===== config.mk =====
export PLATFORM = sky130hd
export DESIGN_NAME = bpss_top
export DESIGN_NICKNAME = d
export VERILOG_FILES = /design/src/bpss_pkg.sv /design/src/bpss_core_if.sv /design/src/bpss_dead_band.sv /design/src/bpss_shutdown.sv /design/src/bpss_top.sv
export SDC_FILE = /design/constraint.sdc
export NUM_CORES = 1
export LEC_CHECK = 0
export BUFFER_PORTS_ARGS = -buffer_cell sky130_fd_sc_hd__buf_4
export CORE_ASPECT_RATIO = 1.1
export CORE_UTILIZATION = 51
export CTS_CLUSTER_DIAMETER = 150
export DETAILED_ROUTE_END_ITERATION = 10
export PLACE_DENSITY = 0.91
export SYNTH_ARGS = -nofsm -noshare
export SYNTH_HDL_FRONTEND = slang
export SYNTH_SLANG_ARGS = --single-unit

===== constraint.sdc =====
create_clock -name CLK_SYS -period 2.8 [get_ports CLK_SYS]
set_input_delay 0.42 -clock CLK_SYS [delete_from_list [all_inputs] [get_ports CLK_SYS]]
set_output_delay 0.42 -clock CLK_SYS [all_outputs]
set_load 0.02 [all_outputs]

===== src/bpss_pkg.sv =====
// constants and types shared by the bridge steering and shutdown stage
package bpss_pkg;

  // register byte offsets on the avalon slave
  localparam logic [3:0] BPSS_ADDR_DEAD_BAND = 4'h0;
  localparam logic [3:0] BPSS_ADDR_FAULT = 4'h4;
  localparam logic [3:0] BPSS_ADDR_MODE = 4'h8;

  // values after reset
  localparam logic [7:0] BPSS_DEAD_BAND_RESET = 8'h00;
  localparam logic [7:0] BPSS_FAULT_RESET = 8'h00;
  localparam logic [1:0] BPSS_MODE_RESET = 2'h0;

  // dead_band_restart_config fields
  localparam int BPSS_RESTART_BIT = 7;
  localparam int BPSS_COUNT_MSB = 6;
  // fault_shutdown_control fields
  localparam int BPSS_FLAG_BIT = 7;
  localparam int BPSS_SRC_MSB = 6;
  localparam int BPSS_SRC_LSB = 4;
  localparam int BPSS_AC_MSB = 3;
  localparam int BPSS_AC_LSB = 2;
  localparam int BPSS_BD_MSB = 1;
  localparam int BPSS_BD_LSB = 0;
  // pwm_mode_control: bit 1 is direction_select in the full-bridge modes
  localparam int BPSS_DIR_BIT = 1;

  // shutdown source vector positions {fault pin, comparator 2, comparator 1}
  localparam int BPSS_SRC_CMP1 = 0;
  localparam int BPSS_SRC_CMP2 = 1;
  localparam int BPSS_SRC_FAULT = 2;

  // one instruction_cycle is one clock; prescale values in instruction cycles
  localparam logic [4:0] BPSS_PRESC_CYC_1 = 5'h01;
  localparam logic [4:0] BPSS_PRESC_CYC_4 = 5'h04;
  localparam logic [4:0] BPSS_PRESC_CYC_16 = 5'h10;

  typedef enum logic [1:0] {
    BPSS_SINGLE = 2'b00,
    BPSS_FULL_FWD = 2'b01,
    BPSS_HALF = 2'b10,
    BPSS_FULL_REV = 2'b11
  } bpss_mode_type;

  typedef enum logic [1:0] {
    BPSS_SAFE_LOW = 2'b00,
    BPSS_SAFE_HIGH = 2'b01,
    BPSS_SAFE_TRI = 2'b10
  } bpss_safe_type;

endpackage


===== src/bpss_core_if.sv =====
// signals between the steering core and its dead-band and shutdown helpers
`timescale 1ns/1ps
`default_nettype none
interface bpss_core_if;
  logic [6:0] dead_count;
  logic [1:0] wave_in;
  logic [1:0] wave_dly;
  logic [2:0] src_sync;
  logic [2:0] src_sel;
  logic restart;
  logic sw_wr;
  logic sw_val;
  logic cond;
  logic flag;
  modport db (input dead_count, input wave_in, output wave_dly);
  modport sd (input src_sync, input src_sel, input restart, input sw_wr, input sw_val, output cond, output flag);
  modport core (output dead_count, output wave_in, output src_sync, output src_sel, output restart,
                output sw_wr, output sw_val, input wave_dly, input cond, input flag);
endinterface
`default_nettype wire


===== src/bpss_dead_band.sv =====
// active-going edge delay for the two half-bridge outputs
`timescale 1ns/1ps
`default_nettype none
module bpss_dead_band
  import bpss_pkg::*;
(
  // clock and reset
  input wire logic clk,
  input wire logic reset,
  // core side
  bpss_core_if.db db
);

  for (genvar i = 0; i < 2; i++) begin : g_chan
    logic [6:0] cnt_q;
    logic out_q;
    // reload while inactive so a fresh active edge always waits the full count
    always_ff @(posedge clk) begin
      if (reset) begin
        cnt_q <= 7'h00;
        out_q <= 1'b0;
      end else if (!db.wave_in[i]) begin
        cnt_q <= db.dead_count;
        out_q <= 1'b0;
      end else if (cnt_q == 7'h00) begin
        out_q <= 1'b1;
      end else begin
        cnt_q <= cnt_q - 7'h01;
      end
    end
    assign db.wave_dly[i] = out_q;

    a_fall_no_delay: assert property (@(posedge clk) disable iff (reset)
      !db.wave_in[i] |=> !out_q) else $error("dead band delayed an inactive-going edge");
    a_rise_after_count: assert property (@(posedge clk) disable iff (reset)
      ($rose(db.wave_in[i]) && db.dead_count == 7'h02 && $stable(db.dead_count))
      |=> !out_q ##1 (!out_q || !db.wave_in[i]) ##1 (out_q || !db.wave_in[i]))
      else $error("dead band count not honoured");
  end

endmodule
`default_nettype wire


===== src/bpss_shutdown.sv =====
// shutdown status flag: hardware set, auto restart, firmware set and clear
`timescale 1ns/1ps
`default_nettype none
module bpss_shutdown
  import bpss_pkg::*;
(
  // clock and reset
  input wire logic clk,
  input wire logic reset,
  // core side
  bpss_core_if.sd sd
);

  logic flag_q;
  logic flag_d;

  assign sd.cond = |(sd.src_sel & sd.src_sync);

  // a present condition wins over any write or restart, so no event is lost
  always_comb begin
    flag_d = flag_q;
    if (sd.cond) begin
      flag_d = 1'b1;
    end else if (sd.sw_wr) begin
      flag_d = sd.sw_val;
    end else if (sd.restart) begin
      flag_d = 1'b0;
    end
  end

  always_ff @(posedge clk) begin
    if (reset) begin
      flag_q <= 1'b0;
    end else begin
      flag_q <= flag_d;
    end
  end
  assign sd.flag = flag_q;

  a_cond_sets_flag: assert property (@(posedge clk) disable iff (reset)
    sd.cond |=> flag_q) else $error("shutdown condition did not set the flag");
  a_write_ignored: assert property (@(posedge clk) disable iff (reset)
    (sd.cond && sd.sw_wr && !sd.sw_val) |=> flag_q) else $error("flag cleared during condition");
  a_auto_restart: assert property (@(posedge clk) disable iff (reset)
    (sd.restart && flag_q && !sd.cond && !sd.sw_wr) |=> !flag_q) else $error("auto restart did not clear flag");
  a_manual_restart: assert property (@(posedge clk) disable iff (reset)
    (!sd.restart && flag_q && !sd.sw_wr) |=> flag_q) else $error("flag cleared without firmware");
  a_force_flag: assert property (@(posedge clk) disable iff (reset)
    (sd.sw_wr && sd.sw_val) |=> flag_q) else $error("firmware set of flag lost");

endmodule
`default_nettype wire


===== src/bpss_top.sv =====
// bridge pwm steering, dead band and fault auto-shutdown with avalon registers
//
// The implementer's own choices: the register offsets and the Avalon-MM interface to the registers.
`timescale 1ns/1ps
`default_nettype none
// What this block does
// - full bridge uses four outputs but only two are active at once.
// - forward: A held active, D modulated, B and C inactive.
// - reverse: C held active, B modulated, A and D inactive.
// - direction bit may change anytime; steering follows from next period.
// - on direction change, swap and blank outputs one prescale interval early.
// - modulated outputs B and D stay inactive from the swap until period start.
// - full bridge inserts no dead band on any transition.
// - half bridge delays only inactive-to-active edges.
// - seven-bit count gives the delay in instruction cycles.
// - a selected shutdown event puts enabled outputs into their shutdown state.
// - three-bit source field picks comparators and fault pin combinations.
// - shutdown forces the pins asynchronously, without waiting for a clock.
// - per pair safe state: 00 low, 01 high, 1x tri-state.
// - hardware sets the status flag on an event; flag holds shutdown.
// - with restart on, the flag clears itself when the event is gone.
// - with restart off, the flag stays set until firmware clears it.
// - flag set at period start keeps shutdown for that period; resume at next start.
// - firmware writes to the flag are ignored while a condition is present.
// - comparator causes act as levels; flag cannot clear while they persist.
// - firmware writing one to the flag forces shutdown like an event.
// - period boundary comes from the timer and restarts the waveform.
module bpss_top
  import bpss_pkg::*;
(
  // clock and reset
  input wire logic CLK_SYS,
  input wire logic RESET,
  // avalon-mm slave
  input wire logic [3:0] AVS_ADDRESS,
  input wire logic AVS_READ,
  input wire logic AVS_WRITE,
  input wire logic [31:0] AVS_WRITEDATA,
  input wire logic [3:0] AVS_BYTEENABLE,
  output logic [31:0] AVS_READDATA,
  output logic AVS_WAITREQUEST,
  // period timer and duty compare
  input wire logic PERIOD_START,
  input wire logic TIMER_EQ_PERIOD,
  input wire logic [1:0] TIMER_PRESCALE_SELECT,
  input wire logic PWM_RAW,
  // shutdown sources
  input wire logic COMPARATOR_1_OUT,
  input wire logic COMPARATOR_2_OUT,
  input wire logic FAULT_INPUT_PIN,
  // bridge outputs, enable low while driving
  output logic BRIDGE_OUT_A,
  output logic BRIDGE_OUT_A_OE_N,
  output logic BRIDGE_OUT_B,
  output logic BRIDGE_OUT_B_OE_N,
  output logic BRIDGE_OUT_C,
  output logic BRIDGE_OUT_C_OE_N,
  output logic BRIDGE_OUT_D,
  output logic BRIDGE_OUT_D_OE_N
);

  bpss_core_if core_if ();

  logic [7:0] dead_cfg_q;
  logic [6:0] fault_cfg_q;
  bpss_mode_type mode_q;
  logic ack_q;
  logic [31:0] rdata_q;
  logic wr_take;
  logic [2:0] src_meta_q;
  logic [2:0] src_sync_q;
  logic [2:0] src_raw;
  logic cond_async;
  logic dir_run_q;
  logic eq_q;
  logic early_q;
  logic early_go;
  logic [4:0] early_cnt_q;
  logic [4:0] presc_cyc;
  logic hold_q;
  logic [3:0] out_d;
  logic [3:0] out_q;
  logic shut;
  logic [1:0] safe_ac;
  logic [1:0] safe_bd;
  logic full_mode;
  logic dir_eff;
  logic mod_wave;

  // ---------------- avalon slave: one wait state on every access
  assign AVS_WAITREQUEST = (AVS_READ || AVS_WRITE) && !ack_q;
  assign wr_take = AVS_WRITE && ack_q && AVS_BYTEENABLE[0];
  assign AVS_READDATA = rdata_q;

  always_ff @(posedge CLK_SYS) begin
    if (RESET) begin
      ack_q <= 1'b0;
    end else begin
      ack_q <= (AVS_READ || AVS_WRITE) && !ack_q;
    end
  end

  // read data is latched in the wait cycle and stands while waitrequest is low
  always_ff @(posedge CLK_SYS) begin
    if (RESET) begin
      rdata_q <= 32'h0000_0000;
    end else if (AVS_READ && !ack_q) begin
      case (AVS_ADDRESS)
        BPSS_ADDR_DEAD_BAND: rdata_q <= {24'h00_0000, dead_cfg_q};
        BPSS_ADDR_FAULT: rdata_q <= {24'h00_0000, core_if.flag, fault_cfg_q};
        BPSS_ADDR_MODE: rdata_q <= {30'h0000_0000, mode_q};
        default: rdata_q <= 32'h0000_0000;
      endcase
    end
  end

  always_ff @(posedge CLK_SYS) begin
    if (RESET) begin
      dead_cfg_q <= BPSS_DEAD_BAND_RESET;
    end else if (wr_take && AVS_ADDRESS == BPSS_ADDR_DEAD_BAND) begin
      dead_cfg_q <= AVS_WRITEDATA[7:0];
    end
  end

  always_ff @(posedge CLK_SYS) begin
    if (RESET) begin
      fault_cfg_q <= BPSS_FAULT_RESET[6:0];
    end else if (wr_take && AVS_ADDRESS == BPSS_ADDR_FAULT) begin
      fault_cfg_q <= AVS_WRITEDATA[6:0];
    end
  end

  always_ff @(posedge CLK_SYS) begin
    if (RESET) begin
      mode_q <= bpss_mode_type'(BPSS_MODE_RESET);
    end else if (wr_take && AVS_ADDRESS == BPSS_ADDR_MODE) begin
      mode_q <= bpss_mode_type'(AVS_WRITEDATA[1:0]);
    end
  end

  // ---------------- shutdown sources
  assign src_raw = {FAULT_INPUT_PIN, COMPARATOR_2_OUT, COMPARATOR_1_OUT};

  always_ff @(posedge CLK_SYS) begin
    if (RESET) begin
      src_meta_q <= 3'h0;
      src_sync_q <= 3'h0;
    end else begin
      src_meta_q <= src_raw;
      src_sync_q <= src_meta_q;
    end
  end

  // the unsynchronised path exists only to force the pins without a clock edge;
  // the flag itself is fed from the synchronised copy
  assign cond_async = |(fault_cfg_q[BPSS_SRC_MSB:BPSS_SRC_LSB] & src_raw);

  assign core_if.src_sync = src_sync_q;
  assign core_if.src_sel = fault_cfg_q[BPSS_SRC_MSB:BPSS_SRC_LSB];
  assign core_if.restart = dead_cfg_q[BPSS_RESTART_BIT];
  assign core_if.sw_wr = wr_take && AVS_ADDRESS == BPSS_ADDR_FAULT;
  assign core_if.sw_val = AVS_WRITEDATA[BPSS_FLAG_BIT];

  bpss_shutdown u_shutdown (
    .clk(CLK_SYS),
    .reset(RESET),
    .sd(core_if.sd)
  );

  // once the flag was seen, shutdown lasts until a boundary finds it clear
  always_ff @(posedge CLK_SYS) begin
    if (RESET) begin
      hold_q <= 1'b0;
    end else if (core_if.flag) begin
      hold_q <= 1'b1;
    end else if (PERIOD_START) begin
      hold_q <= 1'b0;
    end
  end

  // ---------------- direction steering
  assign full_mode = (mode_q == BPSS_FULL_FWD) || (mode_q == BPSS_FULL_REV);

  always_comb begin
    case (TIMER_PRESCALE_SELECT)
      2'b00: presc_cyc = BPSS_PRESC_CYC_1;
      2'b01: presc_cyc = BPSS_PRESC_CYC_4;
      default: presc_cyc = BPSS_PRESC_CYC_16;
    endcase
  end

  always_ff @(posedge CLK_SYS) begin
    if (RESET) begin
      dir_run_q <= 1'b0;
    end else if (PERIOD_START) begin
      dir_run_q <= mode_q[BPSS_DIR_BIT];
    end
  end

  always_ff @(posedge CLK_SYS) begin
    if (RESET) begin
      eq_q <= 1'b0;
    end else begin
      eq_q <= TIMER_EQ_PERIOD;
    end
  end

  // the window opens in the first eq cycle itself, so the pins see a whole prescale interval
  assign early_go = TIMER_EQ_PERIOD && !eq_q && full_mode && mode_q[BPSS_DIR_BIT] != dir_run_q;

  // the last timer count lasts one prescale interval, so its first cycle is the early point;
  // the prescale count also ends the window if the boundary strobe is late
  always_ff @(posedge CLK_SYS) begin
    if (RESET) begin
      early_q <= 1'b0;
      early_cnt_q <= 5'h00;
    end else if (PERIOD_START || (early_q && early_cnt_q == presc_cyc)) begin
      early_q <= 1'b0;
      early_cnt_q <= 5'h00;
    end else if (early_go) begin
      early_q <= 1'b1;
      early_cnt_q <= 5'h01;
    end else if (early_q) begin
      early_cnt_q <= early_cnt_q + 5'h01;
    end
  end

  // half bridge drives a and its complement on b through the dead band
  assign core_if.dead_count = dead_cfg_q[BPSS_COUNT_MSB:0];
  assign core_if.wave_in = {!PWM_RAW, PWM_RAW};

  bpss_dead_band u_dead_band (
    .clk(CLK_SYS),
    .reset(RESET),
    .db(core_if.db)
  );

  assign dir_eff = (early_q || early_go) ? mode_q[BPSS_DIR_BIT] : dir_run_q;
  // the boundary cycle already carries the new period's first pulse, so it is not blanked
  assign mod_wave = PWM_RAW && !((early_q || early_go) && !PERIOD_START);

  // out_d bit order is {d, c, b, a}; full bridge skips the dead band entirely
  always_comb begin
    out_d = 4'h0;
    case (mode_q)
      BPSS_SINGLE: out_d = {3'b000, PWM_RAW};
      BPSS_HALF: out_d = {2'b00, core_if.wave_dly[1], core_if.wave_dly[0]};
      BPSS_FULL_FWD, BPSS_FULL_REV: begin
        if (!dir_eff) begin
          out_d = {mod_wave, 1'b0, 1'b0, 1'b1};
        end else begin
          out_d = {1'b0, 1'b1, mod_wave, 1'b0};
        end
      end
      default: out_d = 4'h0;
    endcase
  end

  always_ff @(posedge CLK_SYS) begin
    if (RESET) begin
      out_q <= 4'h0;
    end else begin
      out_q <= out_d;
    end
  end

  // ---------------- pin stage: the shutdown override is combinational on purpose
  assign shut = cond_async || core_if.flag || hold_q;
  assign safe_ac = fault_cfg_q[BPSS_AC_MSB:BPSS_AC_LSB];
  assign safe_bd = fault_cfg_q[BPSS_BD_MSB:BPSS_BD_LSB];

  always_comb begin
    BRIDGE_OUT_A = out_q[0];
    BRIDGE_OUT_B = out_q[1];
    BRIDGE_OUT_C = out_q[2];
    BRIDGE_OUT_D = out_q[3];
    BRIDGE_OUT_A_OE_N = 1'b0;
    BRIDGE_OUT_B_OE_N = 1'b0;
    BRIDGE_OUT_C_OE_N = 1'b0;
    BRIDGE_OUT_D_OE_N = 1'b0;
    if (shut) begin
      BRIDGE_OUT_A = safe_ac[0] && !safe_ac[1];
      BRIDGE_OUT_C = safe_ac[0] && !safe_ac[1];
      BRIDGE_OUT_B = safe_bd[0] && !safe_bd[1];
      BRIDGE_OUT_D = safe_bd[0] && !safe_bd[1];
      BRIDGE_OUT_A_OE_N = safe_ac[1];
      BRIDGE_OUT_C_OE_N = safe_ac[1];
      BRIDGE_OUT_B_OE_N = safe_bd[1];
      BRIDGE_OUT_D_OE_N = safe_bd[1];
    end
  end

  // ---------------- checks
  a_two_active: assert property (@(posedge CLK_SYS) disable iff (RESET)
    $past(full_mode) |-> (out_q[0] ^ out_q[2]) && $countones(out_q) <= 2)
    else $error("more than two bridge outputs active");

  a_forward_steer: assert property (@(posedge CLK_SYS) disable iff (RESET)
    (full_mode && !dir_run_q && !early_q && !early_go)
    |=> (out_q[0] && !out_q[1] && !out_q[2] && out_q[3] == $past(PWM_RAW)))
    else $error("forward steering wrong");

  a_reverse_steer: assert property (@(posedge CLK_SYS) disable iff (RESET)
    (full_mode && dir_run_q && !early_q && !early_go)
    |=> (out_q[2] && !out_q[0] && !out_q[3] && out_q[1] == $past(PWM_RAW)))
    else $error("reverse steering wrong");

  a_dir_at_boundary: assert property (@(posedge CLK_SYS) disable iff (RESET)
    !PERIOD_START |=> $stable(dir_run_q)) else $error("direction applied off the boundary");

  a_early_blank: assert property (@(posedge CLK_SYS) disable iff (RESET)
    ((early_q || early_go) && full_mode && !PERIOD_START) |=> (!out_q[1] && !out_q[3]))
    else $error("modulated output active in early window");

  a_early_bounded: assert property (@(posedge CLK_SYS) disable iff (RESET)
    $rose(early_q) |-> ##[1:16] !early_q) else $error("early window longer than a prescale interval");

  a_early_swaps: assert property (@(posedge CLK_SYS) disable iff (RESET)
    early_go |=> (out_q[0] == !$past(mode_q[BPSS_DIR_BIT]) && out_q[2] == $past(mode_q[BPSS_DIR_BIT])))
    else $error("unmodulated pair not swapped");

  a_safe_low_ac: assert property (@(posedge CLK_SYS) disable iff (RESET)
    (shut && safe_ac == BPSS_SAFE_LOW) |-> (!BRIDGE_OUT_A && !BRIDGE_OUT_C && !BRIDGE_OUT_A_OE_N))
    else $error("pair a/c not driven low in shutdown");

  a_safe_tri_bd: assert property (@(posedge CLK_SYS) disable iff (RESET)
    (shut && safe_bd[1]) |-> (BRIDGE_OUT_B_OE_N && BRIDGE_OUT_D_OE_N)) else $error("pair b/d not released");

  a_async_force: assert property (@(posedge CLK_SYS) disable iff (RESET)
    (cond_async && safe_ac == BPSS_SAFE_HIGH)
    |-> (BRIDGE_OUT_A && BRIDGE_OUT_C && !BRIDGE_OUT_A_OE_N && !BRIDGE_OUT_C_OE_N))
    else $error("shutdown source did not force pins at once");

  a_source_off: assert property (@(posedge CLK_SYS) disable iff (RESET)
    (fault_cfg_q[BPSS_SRC_MSB:BPSS_SRC_LSB] == 3'b000) |-> (!cond_async && !core_if.cond))
    else $error("disabled source field still triggers shutdown");

  a_safe_tri_ac: assert property (@(posedge CLK_SYS) disable iff (RESET)
    (shut && safe_ac[1]) |-> (BRIDGE_OUT_A_OE_N && BRIDGE_OUT_C_OE_N)) else $error("pair a/c not released");

  a_safe_high_bd: assert property (@(posedge CLK_SYS) disable iff (RESET)
    (shut && safe_bd == BPSS_SAFE_HIGH)
    |-> (BRIDGE_OUT_B && BRIDGE_OUT_D && !BRIDGE_OUT_B_OE_N && !BRIDGE_OUT_D_OE_N))
    else $error("pair b/d not driven high in shutdown");

  a_hold_period: assert property (@(posedge CLK_SYS) disable iff (RESET)
    (hold_q && !PERIOD_START) |=> hold_q) else $error("shutdown released inside a period");

  a_hold_release: assert property (@(posedge CLK_SYS) disable iff (RESET)
    $fell(hold_q) |-> ($past(PERIOD_START) && !$past(core_if.flag)))
    else $error("shutdown left off a period start");

  a_reset_clear: assert property (@(posedge CLK_SYS)
    RESET |=> (dead_cfg_q == 8'h00 && fault_cfg_q == 7'h00)) else $error("registers not cleared by reset");

endmodule
`default_nettype wire


After elaboration in Yosys (flattened, before gate mapping)
Index checks and enable logic that the tools add are counted.
Widths: inputs -> output; s select.
Operators by class
  $add $sub $neg: 3
  eq/ne operators: 10
  muxes and demuxes: 22
  bitwise gates (word level): 3
  reduce and logical (&&, ||, !) cells: 42
Operators by type and width (number)
  $mux 7: 4
  $pmux 8 s3: 1
  $logic_and 1x1->1: 15
  $logic_not 7->1: 2
  $mux 1: 14
  $sub 7x1->7 const B: 2
  $pmux 4 s3: 1
  $pmux 5 s2: 1
  $reduce_or 3->1: 3
  $reduce_or 2->1: 4
  $and 3x3->3: 2
  $logic_not 1->1: 6
  $logic_or 1x1->1: 6
  $add 5x1->5 const B: 1
  $eq 5x5->1: 1
  $eq 2x1->1 const B: 2
  $eq 2x2->1 const B: 2
  $eq 4x3->1 const B: 1
  $eq 4x4->1 const B: 1
  $logic_not 2->1: 2
  $logic_not 4->1: 1
  $mux 4: 1
  $ne 2x2->1 const B: 2
  $reduce_bool 2->1: 2
  other kinds (3): 3
Storage, ports and cells
  register bits after elaboration: 86
  bits of input ports: 52
  output and inout port bits: 41
  logic and storage cells: 99

Longest topological paths before layout
  depth in word-level cells: 10
  gate-level depth with buffers: 7
  gate-level depth less buffers: 6

Modules after synthesis
From an unflattened synthesis, not the netlist that was laid out.
Second synthesis, totals
  cells, all modules: 360
  area, all modules: 3308.2 um^2
By module, submodules not included
  bpss_top: times used 1, cells an instance 247, area each 2338.5 um^2
  bpss_dead_band: times used 1, cells an instance 107, area each 917.1 um^2
  bpss_shutdown: times used 1, cells an instance 6, area each 52.6 um^2

Worst setup path after synthesis
Ideal clock, no wire load.
  path kind: register to register
  from: register u_dead_band.g_chan[0].cnt_q[0]
  to: register u_dead_band.g_chan[0].cnt_q[1]
  arrival: 1.845 ns
  data required time: 2.726 ns
  slack: 0.881 ns
  stages on the path, launching flop included: 8
  path through: dfxtp_1 -> inv_1 -> ha_1 -> or3b_4 -> or4_4 -> buf_6 -> mux2_4 -> o22ai_2
On the way
  longest elaborated chain between the ends: 3
RTL lines
  from (decl): RTL line bpss_dead_band.sv:15  | logic [6:0] cnt_q;
  from (signal assigned): RTL line bpss_dead_band.sv:23  | cnt_q <= db.dead_count;
  from (signal assigned): RTL line bpss_dead_band.sv:28  | cnt_q <= cnt_q - 7'h01;
  $sub 7x1->7: RTL line bpss_dead_band.sv:28
  $mux 7: RTL line bpss_dead_band.sv:25  | end else if (cnt_q == 7'h00) begin
  $mux 7: RTL line bpss_dead_band.sv:22  | end else if (!db.wave_in[i]) begin
Several ways; a longest one is shown, not always the timed one. The select of a mux whose other input is x is not followed.
A chain may end at the register's enable or synchronous reset.

Worst setup path in the final report
  from: register fault_cfg_q[5]
  to: output port BRIDGE_OUT_B
On the way
  longest elaborated chain between the ends: 5
RTL lines
  from (decl): RTL line bpss_top.sv:65  | logic [6:0] fault_cfg_q;
  from (signal assigned): RTL line bpss_top.sv:127  | fault_cfg_q <= BPSS_FAULT_RESET[6:0];
  from (signal assigned): RTL line bpss_top.sv:129  | fault_cfg_q <= AVS_WRITEDATA[6:0];
  $and 3x3->3: RTL line bpss_top.sv:156  | assign cond_async = |(fault_cfg_q[BPSS_SRC_MSB:BPSS_SRC_LSB] & src_raw);
  $reduce_or 3->1: RTL line bpss_top.sv:156
  $logic_or 1x1->1 (2 in a row): RTL line bpss_top.sv:268  | assign shut = cond_async || core_if.flag || hold_q;
  $mux 1: RTL line bpss_top.sv:281  | if (shut) begin
  to (decl): RTL line bpss_top.sv:54  | output logic BRIDGE_OUT_B,
No other way between the ends.

==> results.sh <==
export IMPL_post_synth_cell_area_avg_um2=9.34
export IMPL_drtIter0Drc=152
export IMPL_syn_instance_count=319
export IMPL_crit_path_category="flip-flop to output port"
export IMPL_power_total_mw=2.34
export IMPL_detailed_place_hpwl_mm=4.18
export IMPL_cp_num_cells=4
export IMPL_required_ns=2.38
export IMPL_run_status="complete, no violations"
export IMPL_fin_nets=408
export IMPL_synth_edff_count=0
export IMPL_achievable_frequency_mhz=477
export IMPL_first_global_vias=2066
export IMPL_globalplace_congestion=0.835
export IMPL_final_period_utilization_pct=74.8
export IMPL_final_standard_cell_utilization_of_the_core_pct=61.6
export IMPL_chipWidth_um=74.9
export IMPL_ys_ff_latch=62
export IMPL_timing_critical_path_slowest_stage_cell="dfxtp_1"
export IMPL_detail_route_wl_per_cell_um=14.0
export IMPL_die_y_um=82.2
export IMPL_met2_length_mm=3.03
export IMPL_clk_root_buffer_cell="clkbuf_8"
export IMPL_effective_utilization_at_floorplan_pct=54.2
export IMPL_peakVddDrop_v=0.000397
export IMPL_tritoncts_num_sinks=62
export IMPL_gr_usage_all_layers_pct=21.2
export IMPL_core_area_um2=5500
export IMPL_ordered_list_of_cells_on_the_worst_path="a211oi_1 -> nand2_1 -> mux2_2 -> buf_4"
export IMPL_maximum_number_of_pins_on_one_net_before_global_route_repair=57
export IMPL_latest_clock_arrival_within_the_worst_skew_pair_ns=0.34
export IMPL_initial_antenna_violation_count=0
export IMPL_grt_setup_unrepaired="false"
export IMPL_dr_total_vias=2312
export IMPL_area_growth_synth_to_final_pct=13.8
export IMPL_reg2reg_to="u_dead_band.g_chan[1].cnt_q[1]$_SDFFE_PP0P_"
export IMPL_number_of_buffer_and_inverter_stages_on_the_critical_path=1
export IMPL_maxCapViolCount=0
export IMPL_drt_first_pass_iters=4
export IMPL_grt_overflow_total=0
export IMPL_worst_path_max_fanout=6
export IMPL_dominant_synthesized_flop_cell="dfxtp_1"
export IMPL_post_drt_via_cell_ratio=5.34
export IMPL_synth_sequential_area_ratio_pct=41.6
export IMPL_worst_setup_path_end_kind="output port"
export IMPL_async_reset_ff_share_pct=0
export IMPL_postCtsHoldBufs=0
export IMPL_die_area_um2=6150
export IMPL_buffer_ports_inserted=41
export IMPL_pin_count=93
export IMPL_fin_setup_tns_ns=0
export IMPL_cell_family_contributing_the_most_delay_on_the_critical_path="flip-flops"
export IMPL_worst_setup_path_endpoint="BRIDGE_OUT_B"
export IMPL_worst_slew_pin_transition_ns=0.807
export IMPL_dp_worst_setup_slack_ns=0.736
export IMPL_setup_viols_final=0
export IMPL_critical_path_startpoint="fault_cfg_q[5]$_SDFFE_PP0P_"
export IMPL_synth_distinct_cells=52
export IMPL_grt_first_pass_wirelength_mm=9.55
export IMPL_synth_warning_count=0
export IMPL_clockBufferDepth=2
export IMPL_period_minus_slack_ns=2.10
export IMPL_place_inst=417
export IMPL_met3RoutedLength_um=294
export IMPL_static_leakage_power_nw=1.44
export IMPL_worst_setup_hold_path_clk_slew_ns=0.06
export IMPL_min_delay_path_class="primary input to flip-flop"
export IMPL_finalMaxSlewViolations=0
export IMPL_route_layer_met1_wl_mm=2.62
export IMPL_core_rowCount=28
export IMPL_timing_max_slew_rel_slack_pct=45.8
export IMPL_post_synth_instance_area_um2=2980
export IMPL_final_worst_path_setup_slack_ns=0.705
export IMPL_routed_wirelength_mm=6.07
export IMPL_finish_instance_area_um2=3390
export IMPL_fill_cells=452
export IMPL_cts_repair_resize_count=0
export IMPL_cts_made_buffers=9
export IMPL_htree_num_levels=3
export IMPL_post_route_non_filler_standard_cell_count=433
export IMPL_post_cts_buffers=0
export IMPL_drc=0
export IMPL_pwr_density_cell_nw_per_um2=690
export IMPL_reg2reg_depth=6
export IMPL_worst_hold_slack_ns=0.298
export IMPL_cts_tree="built"
export IMPL_regToRegStartpoint="u_dead_band.g_chan[1].cnt_q[0]$_SDFFE_PP0P_"
export IMPL_post_dp_cell_area_um2=3210
export IMPL_reg2reg_slack_ns=0.76
export IMPL_critPathArrivalTime_ns=1.68
export IMPL_fin_skew_ns=0.00594
export IMPL_cp_slowest_stage_delay_ns=0.35
export IMPL_hold_violations=0
export IMPL_antenna_cells=0
export IMPL_routed_top_layer="met4"
export IMPL_drt_antenna_violating_nets=0
export IMPL_critPathLaunchType="flip-flop"
export IMPL_post_route_cells_drive_above_1_share_pct=21.2
power breakdown:
part / switching (mW) / leakage [nW] / internal [mW]
combinational: 0.305 / 0.846 / 0.287
clock: 0.333 / 0.0904 / 0.409
sequential: 0.0560 / 0.503 / 0.949
cell families (layout without fill, tap and decap cells):
group | count (synthesis) | in the layout | share of synthesized area (%)
buffers and inverters | 50 | 66 | 9.87
muxes | 33 | 33 | 11.7
and+or+nand+nor | 114 | 114 | 21.3
adders and majority gates | 3 | 3 | 1.26
xor gates and xnor gates | 11 | 11 | 3.23
AOI/OAI and AO/OA | 45 | 45 | 10.9
other | 1 | 24 | 0.126
DFF | 62 | 62 | 41.6
how the worst min path moves through the flow:
stage | depth (start not counted) | from | to | slack [ns]
after global routing | 2 | TIMER_EQ_PERIOD | eq_q$_SDFF_PP0_ | 0.31
after floorplan | 1 | src_meta_q[0]$_SDFF_PP0_ | core_if.src_sync[0]$_SDFF_PP0_ | 0.41
final | 2 | TIMER_EQ_PERIOD | eq_q$_SDFF_PP0_ | 0.30
after detailed placement | 1 | src_meta_q[2]$_SDFF_PP0_ | core_if.src_sync[2]$_SDFF_PP0_ | 0.43
after global placement | 1 | src_meta_q[2]$_SDFF_PP0_ | core_if.src_sync[2]$_SDFF_PP0_ | 0.42
after CTS | 2 | TIMER_EQ_PERIOD | eq_q$_SDFF_PP0_ | 0.29
metal layers:
layer	track usage, %	vias to the layer above
li1	-	1137
met1	24.9	1104
met2	35.9	63
met3	4.25	8
met4	11.7	0
met5	0	-
flip-flops by register name, indices dropped and copies added (netlist names), 3 cells and up:
name,flops
u_dead_band.g_chan.cnt_q,14
dead_cfg_q,8
fault_cfg_q,7
out_q,4
AVS_READDATA,8
src_meta_q,3
core_if.src_sync,3
early_cnt_q,5
cell usage in the layout, fill, tap and decap left out, types with 2 or more instances in the layout:
cell type	synthesis	routed
dfxtp_1	62	62
nor2_1	42	42
buf_4	26	41
conb_1	1	24
mux2i_1	22	22
nor2b_1	14	14
nand2_1	10	10
mux2_2	10	10
inv_1	9	9
a22oi_1	9	9
clkbuf_8	0	9
a21oi_1	8	8
nand2b_1	8	8
nor3_1	8	8
a211oi_1	6	6
xor2_1	6	6
o21ai_0	5	5
xnor2_1	5	5
nand3_1	4	4
or3b_2	4	4
o32ai_1	3	3
nor4b_1	3	3
ha_1	3	3
clkbuf_1	11	3
and2_1	2	2
nor4_4	2	2
o31ai_1	2	2
o22ai_1	2	2
nor3b_1	2	2
and3_1	2	2
nand4_1	2	2
nor4_1	2	2
a311o_1	2	2
o2bb2ai_1	2	2
clkinv_2	0	2
synth_stat cells (3+ instances only):
cell type	number	share of area, %
nand2b_1	8	1.7
o21ai_0	5	0.84
ha_1	3	1.3
nand3_1	4	0.67
clkbuf_1	11	1.4
mux2_2	10	3.8
mux2i_1	22	7.4
or3b_2	4	1.2
o32ai_1	3	0.88
nor2b_1	14	2.9
inv_1	9	1.1
xor2_1	6	1.8
nand2_1	10	1.3
buf_4	26	6.5
dfxtp_1	62	42
nor4b_1	3	0.88
xnor2_1	5	1.5
nor2_1	42	5.3
nor3_1	8	1.3
a211oi_1	6	1.5
a21oi_1	8	1.3
a22oi_1	9	2.3
cell type report:
type,count,area (µm²),share of cell area (%)
multi-input cells,230,1530,45.2
flip-flops and latches,62,1240,36.6
repair buffers,41,308,9.08
clock buffers,12,135,3.99
well taps,75,93.8,2.77
clock inverters,4,47.5,1.40
inverters,9,33.8,0.996
(Power assumes the default switching activity.)
